$ cat config.mk
export PLATFORM = sky130hd
export DESIGN_NAME = transceiver_pin_ctrl
export DESIGN_NICKNAME = d
export VERILOG_FILES = /design/src/rtl/radio_pkg.sv /design/src/rtl/transceiver_pin_ctrl.sv
export SDC_FILE = /design/constraint.sdc
export NUM_CORES = 1
export LEC_CHECK = 0
export BUFFER_PORTS_ARGS = -buffer_cell sky130_fd_sc_hd__clkbuf_2
export CAP_MARGIN = 5
export CORE_AREA = 2 2 184 186
export CTS_CLUSTER_SIZE = 20
export DETAILED_ROUTE_END_ITERATION = 10
export DIE_AREA = 0 0 186 188
export GPL_TIMING_DRIVEN = 0
export MAX_ROUTING_LAYER = met4
export PLACE_DENSITY_LB_ADDON = 0.3
export SLEW_MARGIN = 0
export SYNTH_ARGS = -nofsm -noshare
export SYNTH_HDL_FRONTEND = slang
export SYNTH_SLANG_ARGS = --single-unit
$ cat constraint.sdc
create_clock -name clk -period 3 [get_ports clk]
set_clock_uncertainty 0.1 [all_clocks]
set_input_delay 0.75 -clock clk [delete_from_list [all_inputs] [get_ports clk]]
set_output_delay 0.75 -clock clk [all_outputs]
set_load 0.01 [all_outputs]
$ cat src/rtl/radio_pkg.sv
// Purpose: Shared constants and types for the transceiver set-select pin logic.
// Assumes: Register indices are byte registers; APB byte address is four times the index.
// Notes: Set #1 occupies indices 6..8 and set #2 indices 9..11, low byte first.
package radio_pkg;

    // Register indices.
    localparam logic [4:0] IDX_SET_SELECT  = 5'h00;
    localparam logic [4:0] IDX_LINK_PARAM2 = 5'h02;
    localparam logic [4:0] IDX_SET1_LO     = 5'h06;
    localparam logic [4:0] IDX_SET2_LO     = 5'h09;
    localparam logic [4:0] IDX_STATUS_LO   = 5'h0C;
    localparam logic [4:0] IDX_STATUS_HI   = 5'h0D;
    localparam logic [4:0] IDX_ADD_PARAM1  = 5'h0E;
    localparam logic [4:0] IDX_PATTERN_LO  = 5'h13;
    localparam logic [4:0] IDX_LAST_CFG    = 5'h16;
    localparam logic [4:0] IDX_IRQ_STATUS  = 5'h18;
    localparam logic [4:0] IDX_IRQ_MASK    = 5'h19;
    localparam int         REG_DEPTH       = 23;

    // Field positions.
    localparam int EXT_SEL_BIT = 3;
    localparam int BIDIR_BIT   = 0;
    localparam int DIV_SEL_LSB = 1;
    localparam int IRQ_MATCH   = 0;
    localparam int IRQ_SET_CHG = 1;
    localparam int IRQ_W       = 2;

    // Reset values and codes.
    localparam logic [7:0]        CFG_RESET  = 8'h00;
    localparam logic [IRQ_W-1:0]  IRQ_RESET  = 2'h0;
    localparam logic [1:0]        MODE_TX    = 2'h3;

    // Serial frame counts and pattern width.
    localparam logic [3:0] HEAD_BITS = 4'h6;
    localparam logic [3:0] DATA_BITS = 4'h8;
    localparam int         PAT_W     = 32;

    typedef struct packed {
        logic [15:0] freq;
        logic [2:0]  delsig;
        logic        rmode;
        logic [1:0]  power;
        logic [1:0]  mode;
    } param_set_s;

    typedef struct packed {
        logic sck;
        logic si;
        logic en_n;
    } serial_pins_s;

    typedef enum logic [1:0] {
        SER_IDLE = 2'b00,
        SER_HEAD = 2'b01,
        SER_DATA = 2'b11,
        SER_DONE = 2'b10
    } ser_state_e;

endpackage : radio_pkg

$ cat src/rtl/transceiver_pin_ctrl.sv
// Purpose: Set selection, data pin steering, bit clock, pattern match and clock divider.
// Assumes: All pin inputs are synchronous to clk; clk is the reference crystal clock.
// Notes: Configuration registers are reachable both over APB and over the 3-wire serial port; the interrupt registers over APB only.
// Summary of operation
// - Two stored five-parameter sets kept
// - Register bit picks set when external select off
// - Select pin picks set when external select on
// - Select pin is two-way, chooses stored set
// - Reference clock divided by 4, 8, 16, 32
// - Bidirectional data: pin in on transmit, out on receive
// - Bidirectional off: pin only receive output
// - Transmit-only input used only without bidirectional
// - Pattern output high on reference pattern match
// - Serial port: clock, data in, data out, enable
// - Receive bit clock output provided
// - Serial access only while enable held low
// - External select bit is bit 3 index 2
// - Select pin output high only in transmit
// - Set select register one bit, index 0
//
// Added by the designer: the register addresses and the APB interface to the registers.
`timescale 1ns/1ps
module transceiver_pin_ctrl
    import radio_pkg::*;
#(
    parameter int ADDR_W = 8
) (
    // Clock and reset.
    input  wire logic              clk,
    input  wire logic              rst,
    // APB slave.
    input  wire logic [ADDR_W-1:0] paddr,
    input  wire logic              psel,
    input  wire logic              penable,
    input  wire logic              pwrite,
    input  wire logic [31:0]       pwdata,
    output logic [31:0]            prdata,
    output logic                   pready,
    output logic                   pslverr,
    // Three-wire serial port.
    input  wire serial_pins_s      serial_in,
    output logic                   serial_out,
    output logic                   serial_out_oe,
    // Set select pin.
    input  wire logic              set_sel_i,
    output logic                   set_sel_o,
    output logic                   set_sel_oe,
    // Shared data pin and transmit-only input.
    input  wire logic              data_i,
    output logic                   data_o,
    output logic                   data_oe,
    input  wire logic              transmit_only_input,
    // Radio core side.
    input  wire logic              rx_bit,
    input  wire logic              rx_bit_valid,
    output logic                   tx_bit,
    output param_set_s             active_params,
    // Status outputs.
    output logic                   receive_bit_clock,
    output logic                   pattern_match,
    output logic                   divided_ref_clock_out,
    output logic                   irq
);

    logic [7:0]           cfg_reg [REG_DEPTH];
    logic [IRQ_W-1:0]     irq_status_reg;
    logic [IRQ_W-1:0]     irq_mask_reg;
    param_set_s           params_reg;
    logic                 active_set_reg;
    logic                 set_sel_o_reg;
    logic                 tx_bit_reg;
    logic                 rx_data_reg;
    logic                 bclk_reg;
    logic [PAT_W-1:0]     rx_shift_reg;
    logic [5:0]           rx_fill_reg;
    logic                 match_reg;
    logic [4:0]           div_cnt_reg;
    logic                 div_out_reg;
    logic [31:0]          prdata_reg;
    ser_state_e           ser_state_reg;
    logic [3:0]           ser_cnt_reg;
    logic [7:0]           ser_shift_reg;
    logic [7:0]           ser_out_reg;
    logic                 ser_rw_reg;
    logic [4:0]           ser_addr_reg;
    logic                 ser_wr_reg;
    logic                 sck_prev_reg;

    logic                 ext_sel;
    logic                 set_pick;
    param_set_s           sel_set;
    logic                 bidir;
    logic                 tx_state;
    logic [1:0]           div_sel;
    logic [PAT_W-1:0]     pattern;
    logic                 match_next;
    logic [4:0]           apb_idx;
    logic                 apb_ok;
    logic                 apb_wr;
    logic                 sck_rise;
    logic [IRQ_W-1:0]     irq_event;
    // Byte view of the register space; the low status byte reports live state, the high one reads zero.
    function automatic logic [7:0] rd_byte(input logic [4:0] idx);
        logic [7:0] val;
        val = 8'h00;
        if (idx == IDX_STATUS_LO) begin
            val = {6'h00, active_set_reg, match_reg};
        end else if (idx == IDX_SET_SELECT) begin
            val = {7'h00, cfg_reg[idx][0]};
        end else if (idx <= IDX_LAST_CFG) begin
            val = cfg_reg[idx];
        end
        return val;
    endfunction : rd_byte
    function automatic logic writable(input logic [4:0] idx);
        return (idx <= IDX_LAST_CFG) && (idx != IDX_STATUS_LO) && (idx != IDX_STATUS_HI);
    endfunction : writable
    assign ext_sel  = cfg_reg[IDX_LINK_PARAM2][EXT_SEL_BIT];
    assign set_pick = ext_sel ? set_sel_i : cfg_reg[IDX_SET_SELECT][0];
    assign sel_set  = set_pick ?
        {cfg_reg[IDX_SET2_LO+5'd2], cfg_reg[IDX_SET2_LO+5'd1], cfg_reg[IDX_SET2_LO]} :
        {cfg_reg[IDX_SET1_LO+5'd2], cfg_reg[IDX_SET1_LO+5'd1], cfg_reg[IDX_SET1_LO]};
    assign bidir    = cfg_reg[IDX_ADD_PARAM1][BIDIR_BIT];
    assign div_sel  = cfg_reg[IDX_ADD_PARAM1][DIV_SEL_LSB+1:DIV_SEL_LSB];
    assign tx_state = (params_reg.mode == MODE_TX);
    assign pattern  = {cfg_reg[IDX_PATTERN_LO], cfg_reg[IDX_PATTERN_LO+5'd1],
                       cfg_reg[IDX_PATTERN_LO+5'd2], cfg_reg[IDX_PATTERN_LO+5'd3]};

    // APB decode: word aligned, index in bits 6:2, nothing above.
    assign apb_idx = paddr[6:2];
    assign apb_ok  = (paddr[1:0] == 2'h0) && (paddr[ADDR_W-1:7] == '0) &&
                     ((apb_idx <= IDX_LAST_CFG) || (apb_idx == IDX_IRQ_STATUS) ||
                      (apb_idx == IDX_IRQ_MASK));
    assign apb_wr  = psel && penable && pwrite && apb_ok;
    assign pready  = psel && penable;
    assign pslverr = psel && penable && !apb_ok;
    assign prdata  = prdata_reg;

    always_ff @(posedge clk) begin
        if (rst) begin
            prdata_reg <= 32'h0000_0000;
        end else if (psel && !penable) begin
            if (apb_idx == IDX_IRQ_STATUS) begin
                prdata_reg <= {30'h0, irq_status_reg};
            end else if (apb_idx == IDX_IRQ_MASK) begin
                prdata_reg <= {30'h0, irq_mask_reg};
            end else if (apb_ok) begin
                prdata_reg <= {24'h00_0000, rd_byte(apb_idx)};
            end else begin
                prdata_reg <= 32'h0000_0000;
            end
        end
    end

    // Configuration store; APB has priority over a serial write in the same cycle.
    always_ff @(posedge clk) begin
        if (rst) begin
            for (int i = 0; i < REG_DEPTH; i++) begin
                cfg_reg[i] <= CFG_RESET;
            end
        end else if (apb_wr && writable(apb_idx)) begin
            cfg_reg[apb_idx] <= pwdata[7:0];
        end else if (ser_wr_reg && writable(ser_addr_reg)) begin
            cfg_reg[ser_addr_reg] <= ser_shift_reg;
        end
    end

    // Three-wire serial slave: R/W bit, five address bits, eight data bits, MSB first.
    assign sck_rise      = serial_in.sck && !sck_prev_reg;
    assign serial_out    = ser_out_reg[7];
    assign serial_out_oe = !serial_in.en_n && (ser_state_reg == SER_DATA) && ser_rw_reg;

    always_ff @(posedge clk) begin
        if (rst) begin
            sck_prev_reg  <= 1'b0;
            ser_state_reg <= SER_IDLE;
            ser_cnt_reg   <= 4'h0;
            ser_shift_reg <= 8'h00;
            ser_out_reg   <= 8'h00;
            ser_rw_reg    <= 1'b0;
            ser_addr_reg  <= 5'h00;
            ser_wr_reg    <= 1'b0;
        end else begin
            sck_prev_reg <= serial_in.sck;
            ser_wr_reg   <= 1'b0;
            if (serial_in.en_n) begin
                ser_state_reg <= SER_IDLE;
            end else begin
                unique case (ser_state_reg)
                    SER_IDLE: begin
                        ser_state_reg <= SER_HEAD;
                        ser_cnt_reg   <= 4'h0;
                    end
                    SER_HEAD: begin
                        if (sck_rise) begin
                            ser_shift_reg <= {ser_shift_reg[6:0], serial_in.si};
                            ser_cnt_reg   <= ser_cnt_reg + 4'h1;
                            if (ser_cnt_reg == HEAD_BITS - 4'h1) begin
                                ser_rw_reg    <= ser_shift_reg[4];
                                ser_addr_reg  <= {ser_shift_reg[3:0], serial_in.si};
                                ser_out_reg   <= rd_byte({ser_shift_reg[3:0], serial_in.si});
                                ser_cnt_reg   <= 4'h0;
                                ser_state_reg <= SER_DATA;
                            end
                        end
                    end
                    SER_DATA: begin
                        if (sck_rise) begin
                            ser_shift_reg <= {ser_shift_reg[6:0], serial_in.si};
                            ser_out_reg   <= {ser_out_reg[6:0], 1'b0};
                            ser_cnt_reg   <= ser_cnt_reg + 4'h1;
                            if (ser_cnt_reg == DATA_BITS - 4'h1) begin
                                ser_wr_reg    <= !ser_rw_reg;
                                ser_state_reg <= SER_DONE;
                            end
                        end
                    end
                    SER_DONE: begin
                        ser_state_reg <= SER_DONE;
                    end
                endcase
            end
        end
    end

    // Active set: all five parameters load in one edge.
    always_ff @(posedge clk) begin
        if (rst) begin
            params_reg     <= '0;
            active_set_reg <= 1'b0;
        end else begin
            params_reg     <= sel_set;
            active_set_reg <= set_pick;
        end
    end
    assign active_params = params_reg;

    // Select pin: driven as transmit flag unless external select is enabled.
    always_ff @(posedge clk) begin
        if (rst) begin
            set_sel_o_reg <= 1'b0;
        end else begin
            set_sel_o_reg <= (sel_set.mode == MODE_TX);
        end
    end
    assign set_sel_o  = set_sel_o_reg;
    assign set_sel_oe = !ext_sel;

    // Data pin steering.
    assign data_oe = !(bidir && tx_state);
    assign data_o  = rx_data_reg;

    always_ff @(posedge clk) begin
        if (rst) begin
            tx_bit_reg <= 1'b0;
        end else if (bidir) begin
            tx_bit_reg <= tx_state ? data_i : 1'b0;
        end else begin
            tx_bit_reg <= transmit_only_input;
        end
    end
    assign tx_bit = tx_bit_reg;

    // Receive data and bit clock: data moves with the falling clock, rises a cycle later.
    always_ff @(posedge clk) begin
        if (rst) begin
            rx_data_reg <= 1'b0;
            bclk_reg    <= 1'b0;
        end else begin
            bclk_reg <= !rx_bit_valid;
            if (rx_bit_valid) begin
                rx_data_reg <= rx_bit;
            end
        end
    end
    assign receive_bit_clock = bclk_reg;

    // Pattern recognition over the last received bits, only once the window is full.
    assign match_next = (rx_fill_reg == 6'(PAT_W)) && (rx_shift_reg == pattern);
    always_ff @(posedge clk) begin
        if (rst) begin
            rx_shift_reg <= '0;
            rx_fill_reg  <= 6'h00;
            match_reg    <= 1'b0;
        end else begin
            match_reg <= match_next;
            if (rx_bit_valid) begin
                rx_shift_reg <= {rx_shift_reg[PAT_W-2:0], rx_bit};
                if (rx_fill_reg != 6'(PAT_W)) begin
                    rx_fill_reg <= rx_fill_reg + 6'h01;
                end
            end
        end
    end
    assign pattern_match = match_reg;

    // Reference clock divider.
    always_ff @(posedge clk) begin
        if (rst) begin
            div_cnt_reg <= 5'h00;
            div_out_reg <= 1'b0;
        end else begin
            div_cnt_reg <= div_cnt_reg + 5'h01;
            div_out_reg <= div_cnt_reg[3'(div_sel) + 3'h1];
        end
    end
    assign divided_ref_clock_out = div_out_reg;

    // Interrupts: sticky, write one to clear, a new event wins over the clear.
    assign irq_event = {IRQ_W{1'b0}} |
                       (IRQ_W'(match_next && !match_reg) << IRQ_MATCH) |
                       (IRQ_W'(set_pick != active_set_reg) << IRQ_SET_CHG);
    always_ff @(posedge clk) begin
        if (rst) begin
            irq_status_reg <= IRQ_RESET;
            irq_mask_reg   <= IRQ_RESET;
        end else begin
            if (apb_wr && apb_idx == IDX_IRQ_STATUS) begin
                irq_status_reg <= (irq_status_reg & ~pwdata[IRQ_W-1:0]) | irq_event;
            end else begin
                irq_status_reg <= irq_status_reg | irq_event;
            end
            if (apb_wr && apb_idx == IDX_IRQ_MASK) begin
                irq_mask_reg <= pwdata[IRQ_W-1:0];
            end
        end
    end
    assign irq = |(irq_status_reg & ~irq_mask_reg);
endmodule : transceiver_pin_ctrl

==> results of run 1 <==
critical path: cells and delay by family:
family                 cells  cell delay (ns)
AO/OA/AOI/OAI              2             0.85
buffers and inverters      5             1.38
per-layer routing:
metal,up-vias,global-route usage
li1,5733,-
met1,6683,0.441
met2,1105,0.499
met3,200,0.0831
met4,0,0.144
met5,-,-
synthesized netlist by cell type, types with 8 or more instances:
library cell,number,area [sq um]
edfxtp_1,246,7390
nor2_1,192,721
nand2_1,144,541
dfxtp_1,115,2300
mux4_2,108,2430
nor3_1,69,345
mux2i_1,61,611
a21oi_1,55,275
buf_2,38,190
clkbuf_1,36,135
buf_4,34,255
xnor2_1,34,298
o21ai_0,29,145
nand3_1,23,115
nand4_1,21,131
inv_1,20,75.1
a211oi_1,17,128
nor2b_1,16,100
buf_1,15,56.3
nand2b_1,10,62.6
nand3b_1,8,60.1
nor3_2,8,80.1
how the worst max path moves through the flow:
stage | start | to | cells after the start | slack, ns
CTS | paddr[2] | cfg_reg[21][3]$_SDFFCE_PN0P_ | 7 | -0.22
finish | paddr[2] | cfg_reg[1][5]$_SDFFCE_PN0P_ | 7 | 0.05
global route | paddr[2] | cfg_reg[21][6]$_SDFFCE_PN0P_ | 7 | 0.006
detailed placement | paddr[3] | cfg_reg[16][3]$_SDFFCE_PN0P_ | 8 | -1.29
floorplan | paddr[3] | cfg_reg[17][0]$_SDFFCE_PN0P_ | 8 | -0.18
global placement | paddr[3] | cfg_reg[17][6]$_SDFFCE_PN0P_ | 8 | -1.32
stage by stage:
step / hold slack [ns] / setup slack [ns] / instances / TNS (ns)
after floorplan: 0.327 / -0.178 / 1547 / -2.85
after global placement: 0.331 / -1.32 / 2065 / -226.08
after detailed placement: 0.334 / -1.29 / 2065 / -231.96
after CTS: 0.343 / -0.215 / 2147 / -4.78
after global routing: 0.354 / 0.00608 / 2154 / 0
final: 0.337 / 0.0450 / 2154 / 0
timing repair:
action	CTS	global route
gates resized for setup	30	29
setup endpoints to repair	184	175
endpoints found under the hold margin	0	0
pin swaps	1	0
gates cloned	0	0
hold buffers	0	0
buffers inserted	12	7
logic make-up (layout without fill, tap and decap cells):
family | Yosys count | in the layout | share of synthesized area
simple gates | 537 | 537 | 0.139
flops | 361 | 361 | 0.541
mux | 183 | 183 | 0.185
compound gates | 163 | 163 | 0.0635
buf+inv | 154 | 313 | 0.0469
xor+xnor | 41 | 41 | 0.0200
fa+ha+maj | 6 | 6 | 0.00419
other cells | 1 | 102 | 0.000209
power groups by stage:
stage                     registers [mW]  clock network, mW  logic [mW]
after global routing                5.75               4.77        1.21
after CTS                           5.72               4.59        1.10
after floorplan                     5.76                  0       0.724
after detailed placement            5.83                  0        1.08
final                               5.73               4.56        1.15
after global placement              5.81                  0        1.06
cell type report:
| class | instances | area, sq um |
|---|---|---|
| Sequential cell | 361 | 9690 |
| Inverter | 21 | 78.8 |
| Clock buffer | 51 | 1050 |
| Clock inverter | 19 | 141 |
| Timing Repair Buffer | 89 | 505 |
| Tap cell | 448 | 561 |
| Multi-Input combinational cell | 1032 | 8040 |
| Fill cell | 2593 | 12300 |
| Buffer | 133 | 771 |
==> summary.txt, run 1 <==
OUTCOME
-----------------------------------------------------------------------------------------
Status                                                                       complete, no violations

SETUP PATH
-----------------------------------------------------------------------------------------
Reg-to-reg setup timing slack                                                     0.09 ns
Source of the worst register-to-register timing path                         ser_addr_reg[2]$_SDFFE_PP0P_
Crit Path Max Fanout                                                                   10
Library cell appearing most often on the critical path                              buf_4
Count of cells along the worst register-to-register path                                8
Data required time at the worst endpoint                                          3.07 ns
Ordered list of cells on the worst path                                      clkbuf_2 > buf_4 > buf_6 > buf_4 > buf_2 > a31oi_4 > o21ai_2
Worst setup path class                                                             in2reg
CP Data Arrival Time                                                              3.03 ns
Reg2Reg Capture Point                                                        cfg_reg[17][6]$_SDFFCE_PN0P_
Crit path capture type                                                          flip-flop
Worst path slowest cell                                                           o21ai_2
Crit-path max cell delay                                                          0.55 ns
Startpoint kind of the worst setup timing path                                 input port

FLOORPLANNING
-----------------------------------------------------------------------------------------
Die Outline Area                                                              35000 sq um
IO Count                                                                              122
Core footprint                                                                33100 sq um
Die width                                                                          186 um
Starting density of the core                                                        0.541
Chip height                                                                        188 um
Row count                                                                              67

ROUTE
-----------------------------------------------------------------------------------------
Amount of wire on met2 after detailed routing                                     25.4 mm
Pre-Repair DR Iteration Count                                                           6
Post-detailed-routing wire length                                                 56.3 mm
Highest metal layer with signal wires                                                met4
DRC viols                                                                               0
Total routed wire length on the met1 layer                                        20.3 mm
Length of routed met3 wiring                                                      7.66 mm
Number of DRC markers after the initial detailed-route iteration                     2115
Vias/cell                                                                            6.37
Wire per inst                                                                     26.1 um
Antenna Nets Post-Route                                                                 0
Vias                                                                                13700

POWER
-----------------------------------------------------------------------------------------
Power dissipated by switching net loads                                           2.84 mW
Part of the total power dissipated in combinational logic                           0.100
Clk network pwr share                                                               0.399
Switching Fraction                                                                  0.248
Cell internal power dissipation                                                   8.61 mW
Sequential fraction of design power                                                 0.501
Maximum ir drop on the vdd rail                                                0.000536 V
PnR Total Power                                                                   11.4 mW
Static leakage power                                                              7.34 nW
Power density over the cells                                                  549 nW/um^2

SYNTHESIS
-----------------------------------------------------------------------------------------
Register bit total from synthesis                                                     361
Area of the mapped netlist                                                    17900 sq um
Post-synth cell types                                                                  75
Prevailing post-synth register cell                                              edfxtp_1
Post-synthesis area per instance                                               12.4 sq um
Post-Syn Instances                                                                   1446
Post-synthesis sequential area ratio                                                0.541
Number of enable flip-flop cells after synthesis                                      246
Count of warnings emitted by yosys                                                      0
Proportion of register bits with asynchronous set or reset after synthesis              0

CLOCKING
-----------------------------------------------------------------------------------------
Number of H-tree branching levels                                                       2
Clock Tree Root                                                                 clkbuf_16
Reg clk slew, reported paths                                                      0.06 ns
Worst skew pair latency                                                           0.55 ns
CTS sink count                                                                        361
Maximum clock path buffer count                                                         3
TritonCTS clock tree                                                                 done
Number of CTS-inserted buffers                                                         39

FINISH
-----------------------------------------------------------------------------------------
Utilization after layout                                                            0.629
Post-layout nets                                                                     1736
Most common cell after layout, fill and taps aside                               edfxtp_1
Top library cells by usage in the layout, fill and taps aside                246 x edfxtp_1, 192 x nor2_1, 138 x nand2_1
Max reg flops                                                                         246
Antenna diode instance count                                                            0
Fraction of layout instances using a drive strength above 1                         0.245
Final standard cell area without fillers                                      20800 sq um
Growth of design area from synthesis to finish                                      16.3%

PLACED DESIGN
-----------------------------------------------------------------------------------------
Number of buffers added on ports                                                       70
Placed wire-length estimate after detailed placement                              41.6 mm
Dpl cell area                                                                 19200 sq um
Placer congestion estimate                                                           1.03

STA
-----------------------------------------------------------------------------------------
Final setup viols                                                                       0
Fmax                                                                            0.338 GHz
Unrepaired setup endpoints after global routing                                        no
Headroom to the max-slew limit                                                      0.345
Transition time of the tightest slew-check pin                                   0.955 ns
Final clock period utilization by the worst path                                    0.985
Final critical delay including setup and external delays                          2.95 ns
Hold Violations, Final                                                                  0
Max Transition Viols Final                                                              0

GLOBAL ROUTING
-----------------------------------------------------------------------------------------
Wire length of the first global-routing pass                                      82.3 mm
Initial antenna violation count                                                         0
Pin count of the biggest net entering global routing                                   14
Total gr overflow                                                                       0
Number of global-route vias before repair                                           13200
Overall fraction of global-route tracks in use                                      0.336

WORST HOLD PATH
-----------------------------------------------------------------------------------------
Path type of the worst min-delay path                                             reg2reg
Worst Min Path Start                                                         prdata[7]$_SDFFE_PP0P_
Endpoint, Worst Hold                                                         prdata[7]$_SDFFE_PP0P_
Cells on Worst Hold Path                                                                2

JOB
-----------------------------------------------------------------------------------------
Maximum Capacitance Violations                                                          0

No activity file was read; power rests on OpenSTA's default activity.
==> run 2: changes to the inputs <==
Settings changed: HOLD_SLACK_MARGIN set to 0.03, SETUP_SLACK_MARGIN set to 0.4.
==> summary.txt, run 2 (synthesized netlist as in run 1, its figures left out) <==
OUTCOME
-------------------------------------------------------------------------------
Status                                                             complete, no violations   unchanged

ROUTE
-------------------------------------------------------------------------------
Number of DRC markers after the initial detailed-route iteration           2041   was 2115
Amount of wire on met2 after detailed routing                           26.3 mm   was 25.4 mm
Pre-Repair DR Iteration Count                                                 8   was 6
Total routed wire length on the met1 layer                              22.0 mm   was 20.3 mm
Antenna Nets Post-Route                                                       0   unchanged
Vias                                                                      14000   was 13700
DRC viols                                                                     0   unchanged
Wire per inst                                                           27.5 um   was 26.1 um
Vias/cell                                                                  6.34   was 6.37
Length of routed met3 wiring                                            8.57 mm   was 7.66 mm
Highest metal layer with signal wires                                      met4   unchanged
Post-detailed-routing wire length                                       60.6 mm   was 56.3 mm

STA
-------------------------------------------------------------------------------
Hold Violations, Final                                                        0   unchanged
Transition time of the tightest slew-check pin                          1.36 ns   was 0.955 ns
PnR worst setup slack                                                  0.342 ns   was 0.0450 ns
Final clock period utilization by the worst path                          0.886   was 0.985
Headroom to the max-slew limit                                           0.0958   was 0.345
Final setup viols                                                             0   unchanged
Minimum hold slack                                                     0.336 ns   was 0.337 ns
Fmax                                                                  0.376 GHz   was 0.338 GHz
Final critical delay including setup and external delays                2.66 ns   was 2.95 ns
Unrepaired setup endpoints after global routing                             yes   was no
Max Transition Viols Final                                                    0   unchanged

FINISH
-------------------------------------------------------------------------------
Antenna diode instance count                                                  0   unchanged
Max reg flops                                                               246   unchanged
Growth of design area from synthesis to finish                            23.3%   was 16.3%
Fraction of layout instances using a drive strength above 1               0.297   was 0.245
Top library cells by usage in the layout, fill and taps aside      246 x edfxtp_1, 190 x nor2_1, 128 x nand2_1   was 246 x edfxtp_1, 192 x nor2_1, 138 x nand2_1
Most common cell after layout, fill and taps aside                     edfxtp_1   unchanged
Post-layout nets                                                           1788   was 1736
Number of filler instances in the final layout                             2418   was 2593

GLOBAL ROUTING
-------------------------------------------------------------------------------
Overall fraction of global-route tracks in use                            0.361   was 0.336
Pin count of the biggest net entering global routing                         14   unchanged
Initial antenna violation count                                               0   unchanged
Number of global-route vias before repair                                 13300   was 13200
Wire length of the first global-routing pass                            86.9 mm   was 82.3 mm
Total gr overflow                                                             0   unchanged

SETUP PATH
-------------------------------------------------------------------------------
Data required time at the worst endpoint                                2.15 ns   was 3.07 ns
Startpoint kind of the worst setup timing path                       input port   unchanged
Worst path slowest cell                                                 o21ai_4   was o21ai_2
Setup crit start                                                       paddr[3]   was paddr[2]
Worst setup path class                                                   in2out   was in2reg
Source of the worst register-to-register timing path               ser_shift_reg[0]$_SDFFE_PP0P_   was ser_addr_reg[2]$_SDFFE_PP0P_
Crit Path Max Fanout                                                          5   was 10
Crit path capture type                                              output port   was flip-flop
Critical path buffer and inverter count                                       3   was 5
Crit-path max cell delay                                                0.24 ns   was 0.55 ns
Count of cells along the worst register-to-register path                      5   was 8
Reg-to-reg setup timing slack                                           0.38 ns   was 0.09 ns
Ordered list of cells on the worst path                            clkbuf_8 > buf_12 > o21a_4 > o21ai_4 > nand2_2 > and2_1 > clkbuf_2   was clkbuf_2 > buf_4 > buf_6 > buf_4 > buf_2 > a31oi_4 > o21ai_2
WP depth                                                                      7   unchanged
Worst path top cell family by delay                                compound AO/OA/AOI/OAI gates   was buffers and inverters
Reg2Reg Capture Point                                              ser_out_reg[7]$_SDFFE_PP0P_   was cfg_reg[17][6]$_SDFFCE_PN0P_
CP Data Arrival Time                                                    1.81 ns   was 3.03 ns
Capturing instance or port of the critical path                         pslverr   was cfg_reg[1][5]$_SDFFCE_PN0P_

WORST HOLD PATH
-------------------------------------------------------------------------------
Path type of the worst min-delay path                                   reg2reg   unchanged

CLOCKING
-------------------------------------------------------------------------------
Maximum clock path buffer count                                               3   unchanged
TritonCTS clock tree                                                       done   unchanged
Clock Tree Root                                                       clkbuf_16   unchanged
Number of H-tree branching levels                                             2   unchanged
Number of CTS-inserted buffers                                               39   unchanged
Worst skew pair latency                                                 0.53 ns   was 0.55 ns
Reg clk slew, reported paths                                            0.06 ns   about the same
Post-cts hold buffer count                                                    0   unchanged
CTS sink count                                                              361   unchanged

POWER
-------------------------------------------------------------------------------
Static leakage power                                                    7.83 nW   was 7.34 nW
Maximum ir drop on the vdd rail                                      0.000472 V   was 0.000536 V
Power density over the cells                                        533 nW/um^2   was 549 nW/um^2

FLOORPLANNING
-------------------------------------------------------------------------------
Core footprint                                                      33100 sq um   unchanged
Starting density of the core                                              0.541   unchanged
Row count                                                                    67   unchanged
IO Count                                                                    122   unchanged
Die width                                                                186 um   unchanged
Die Outline Area                                                    35000 sq um   unchanged
Chip height                                                              188 um   unchanged

PLACED DESIGN
-------------------------------------------------------------------------------
Worst Setup Slack post-DPL                                            -0.777 ns   was -1.29 ns
Number of buffers added on ports                                             70   unchanged
Placer congestion estimate                                                 1.05   was 1.03
Placed wire-length estimate after detailed placement                    42.7 mm   was 41.6 mm

JOB
-------------------------------------------------------------------------------
Maximum Capacitance Violations                                                0   unchanged

-- run 2: cell count changes in the layout (fill, tap and decap cells not counted), sizes merged --
cell           before  now
clkinv             13   15
buf               114  161
bufinv              1    2
inv                23   20
clkbuf            159  162
clkinvlp            3    4
clkdlybuf4s15       0    1
-- run 2: how the worst min path moves through the flow --
stage / to / cells past startpoint / startpoint
after global placement: prdata[7]$_SDFFE_PP0P_ / 2 / prdata[7]$_SDFFE_PP0P_
after global routing: tx_bit$_SDFF_PP0_ / 3 / transmit_only_input
final: prdata[5]$_SDFFE_PP0P_ / 2 / prdata[5]$_SDFFE_PP0P_
after CTS: prdata[3]$_SDFFE_PP0P_ / 2 / prdata[3]$_SDFFE_PP0P_
after floorplan: div_cnt_reg[0]$_SDFF_PP0_ / 1 / div_cnt_reg[0]$_SDFF_PP0_
after detailed placement: prdata[3]$_SDFFE_PP0P_ / 2 / prdata[3]$_SDFFE_PP0P_
-- run 2: layer usage --
layer,GRT usage,vias to the layer above
li1,-,5853
met1,0.475,6847
met2,0.508,1068
met3,0.111,208
met4,0.181,0
met5,-,-
-- run 2: repair_timing --
| item | 4_1_cts | 5_1_grt |
|---|---|---|
| endpoints found under the setup margin | 407 | 195 |
| pin swaps | 15 | 8 |
| gates resized for setup | 68 | 47 |
| buffers inserted | 59 | 11 |
-- run 2: area by class of cell --
class	count	area, sq um	share of cell area
sequential	361	9690	0.439
multi-input combinational	1032	8380	0.379
timing repair buffer	141	1110	0.0501
clock buffer	50	1100	0.0499
buffer	133	1020	0.0461
tap	448	561	0.0254
clock inverter	20	145	0.00657
inverter	21	85.1	0.00385
-- run 2: per-stage QoR --
step,cell area [sq um],std cells,power (mW),setup TNS (ns),utilization
2_1_floorplan,18800,1547,6.53,0,-
3_3_place_gp,19700,2065,6.95,-162.52,0.595
3_5_place_dp,19700,2066,6.98,-139.15,0.595
4_1_cts,21800,2195,11.7,0,0.658
5_1_grt,22100,2206,12.0,0,0.667
6_report,22100,2206,11.8,0,0.667
-- run 2: report_power, final --
part	switching, mW	internal (mW)	total [mW]
registers	0.168	5.57	5.73
logic	0.758	0.542	1.30
clock network	1.97	2.76	4.73
total	2.90	8.86	11.8
-- run 2: worst register-to-register path: cells and delay by family, from the launching register on --
kind,cells,cell delay [ns]
mux,2,0.98
buf+inv,2,0.72
flops,1,0.33
compound gates,1,0.38
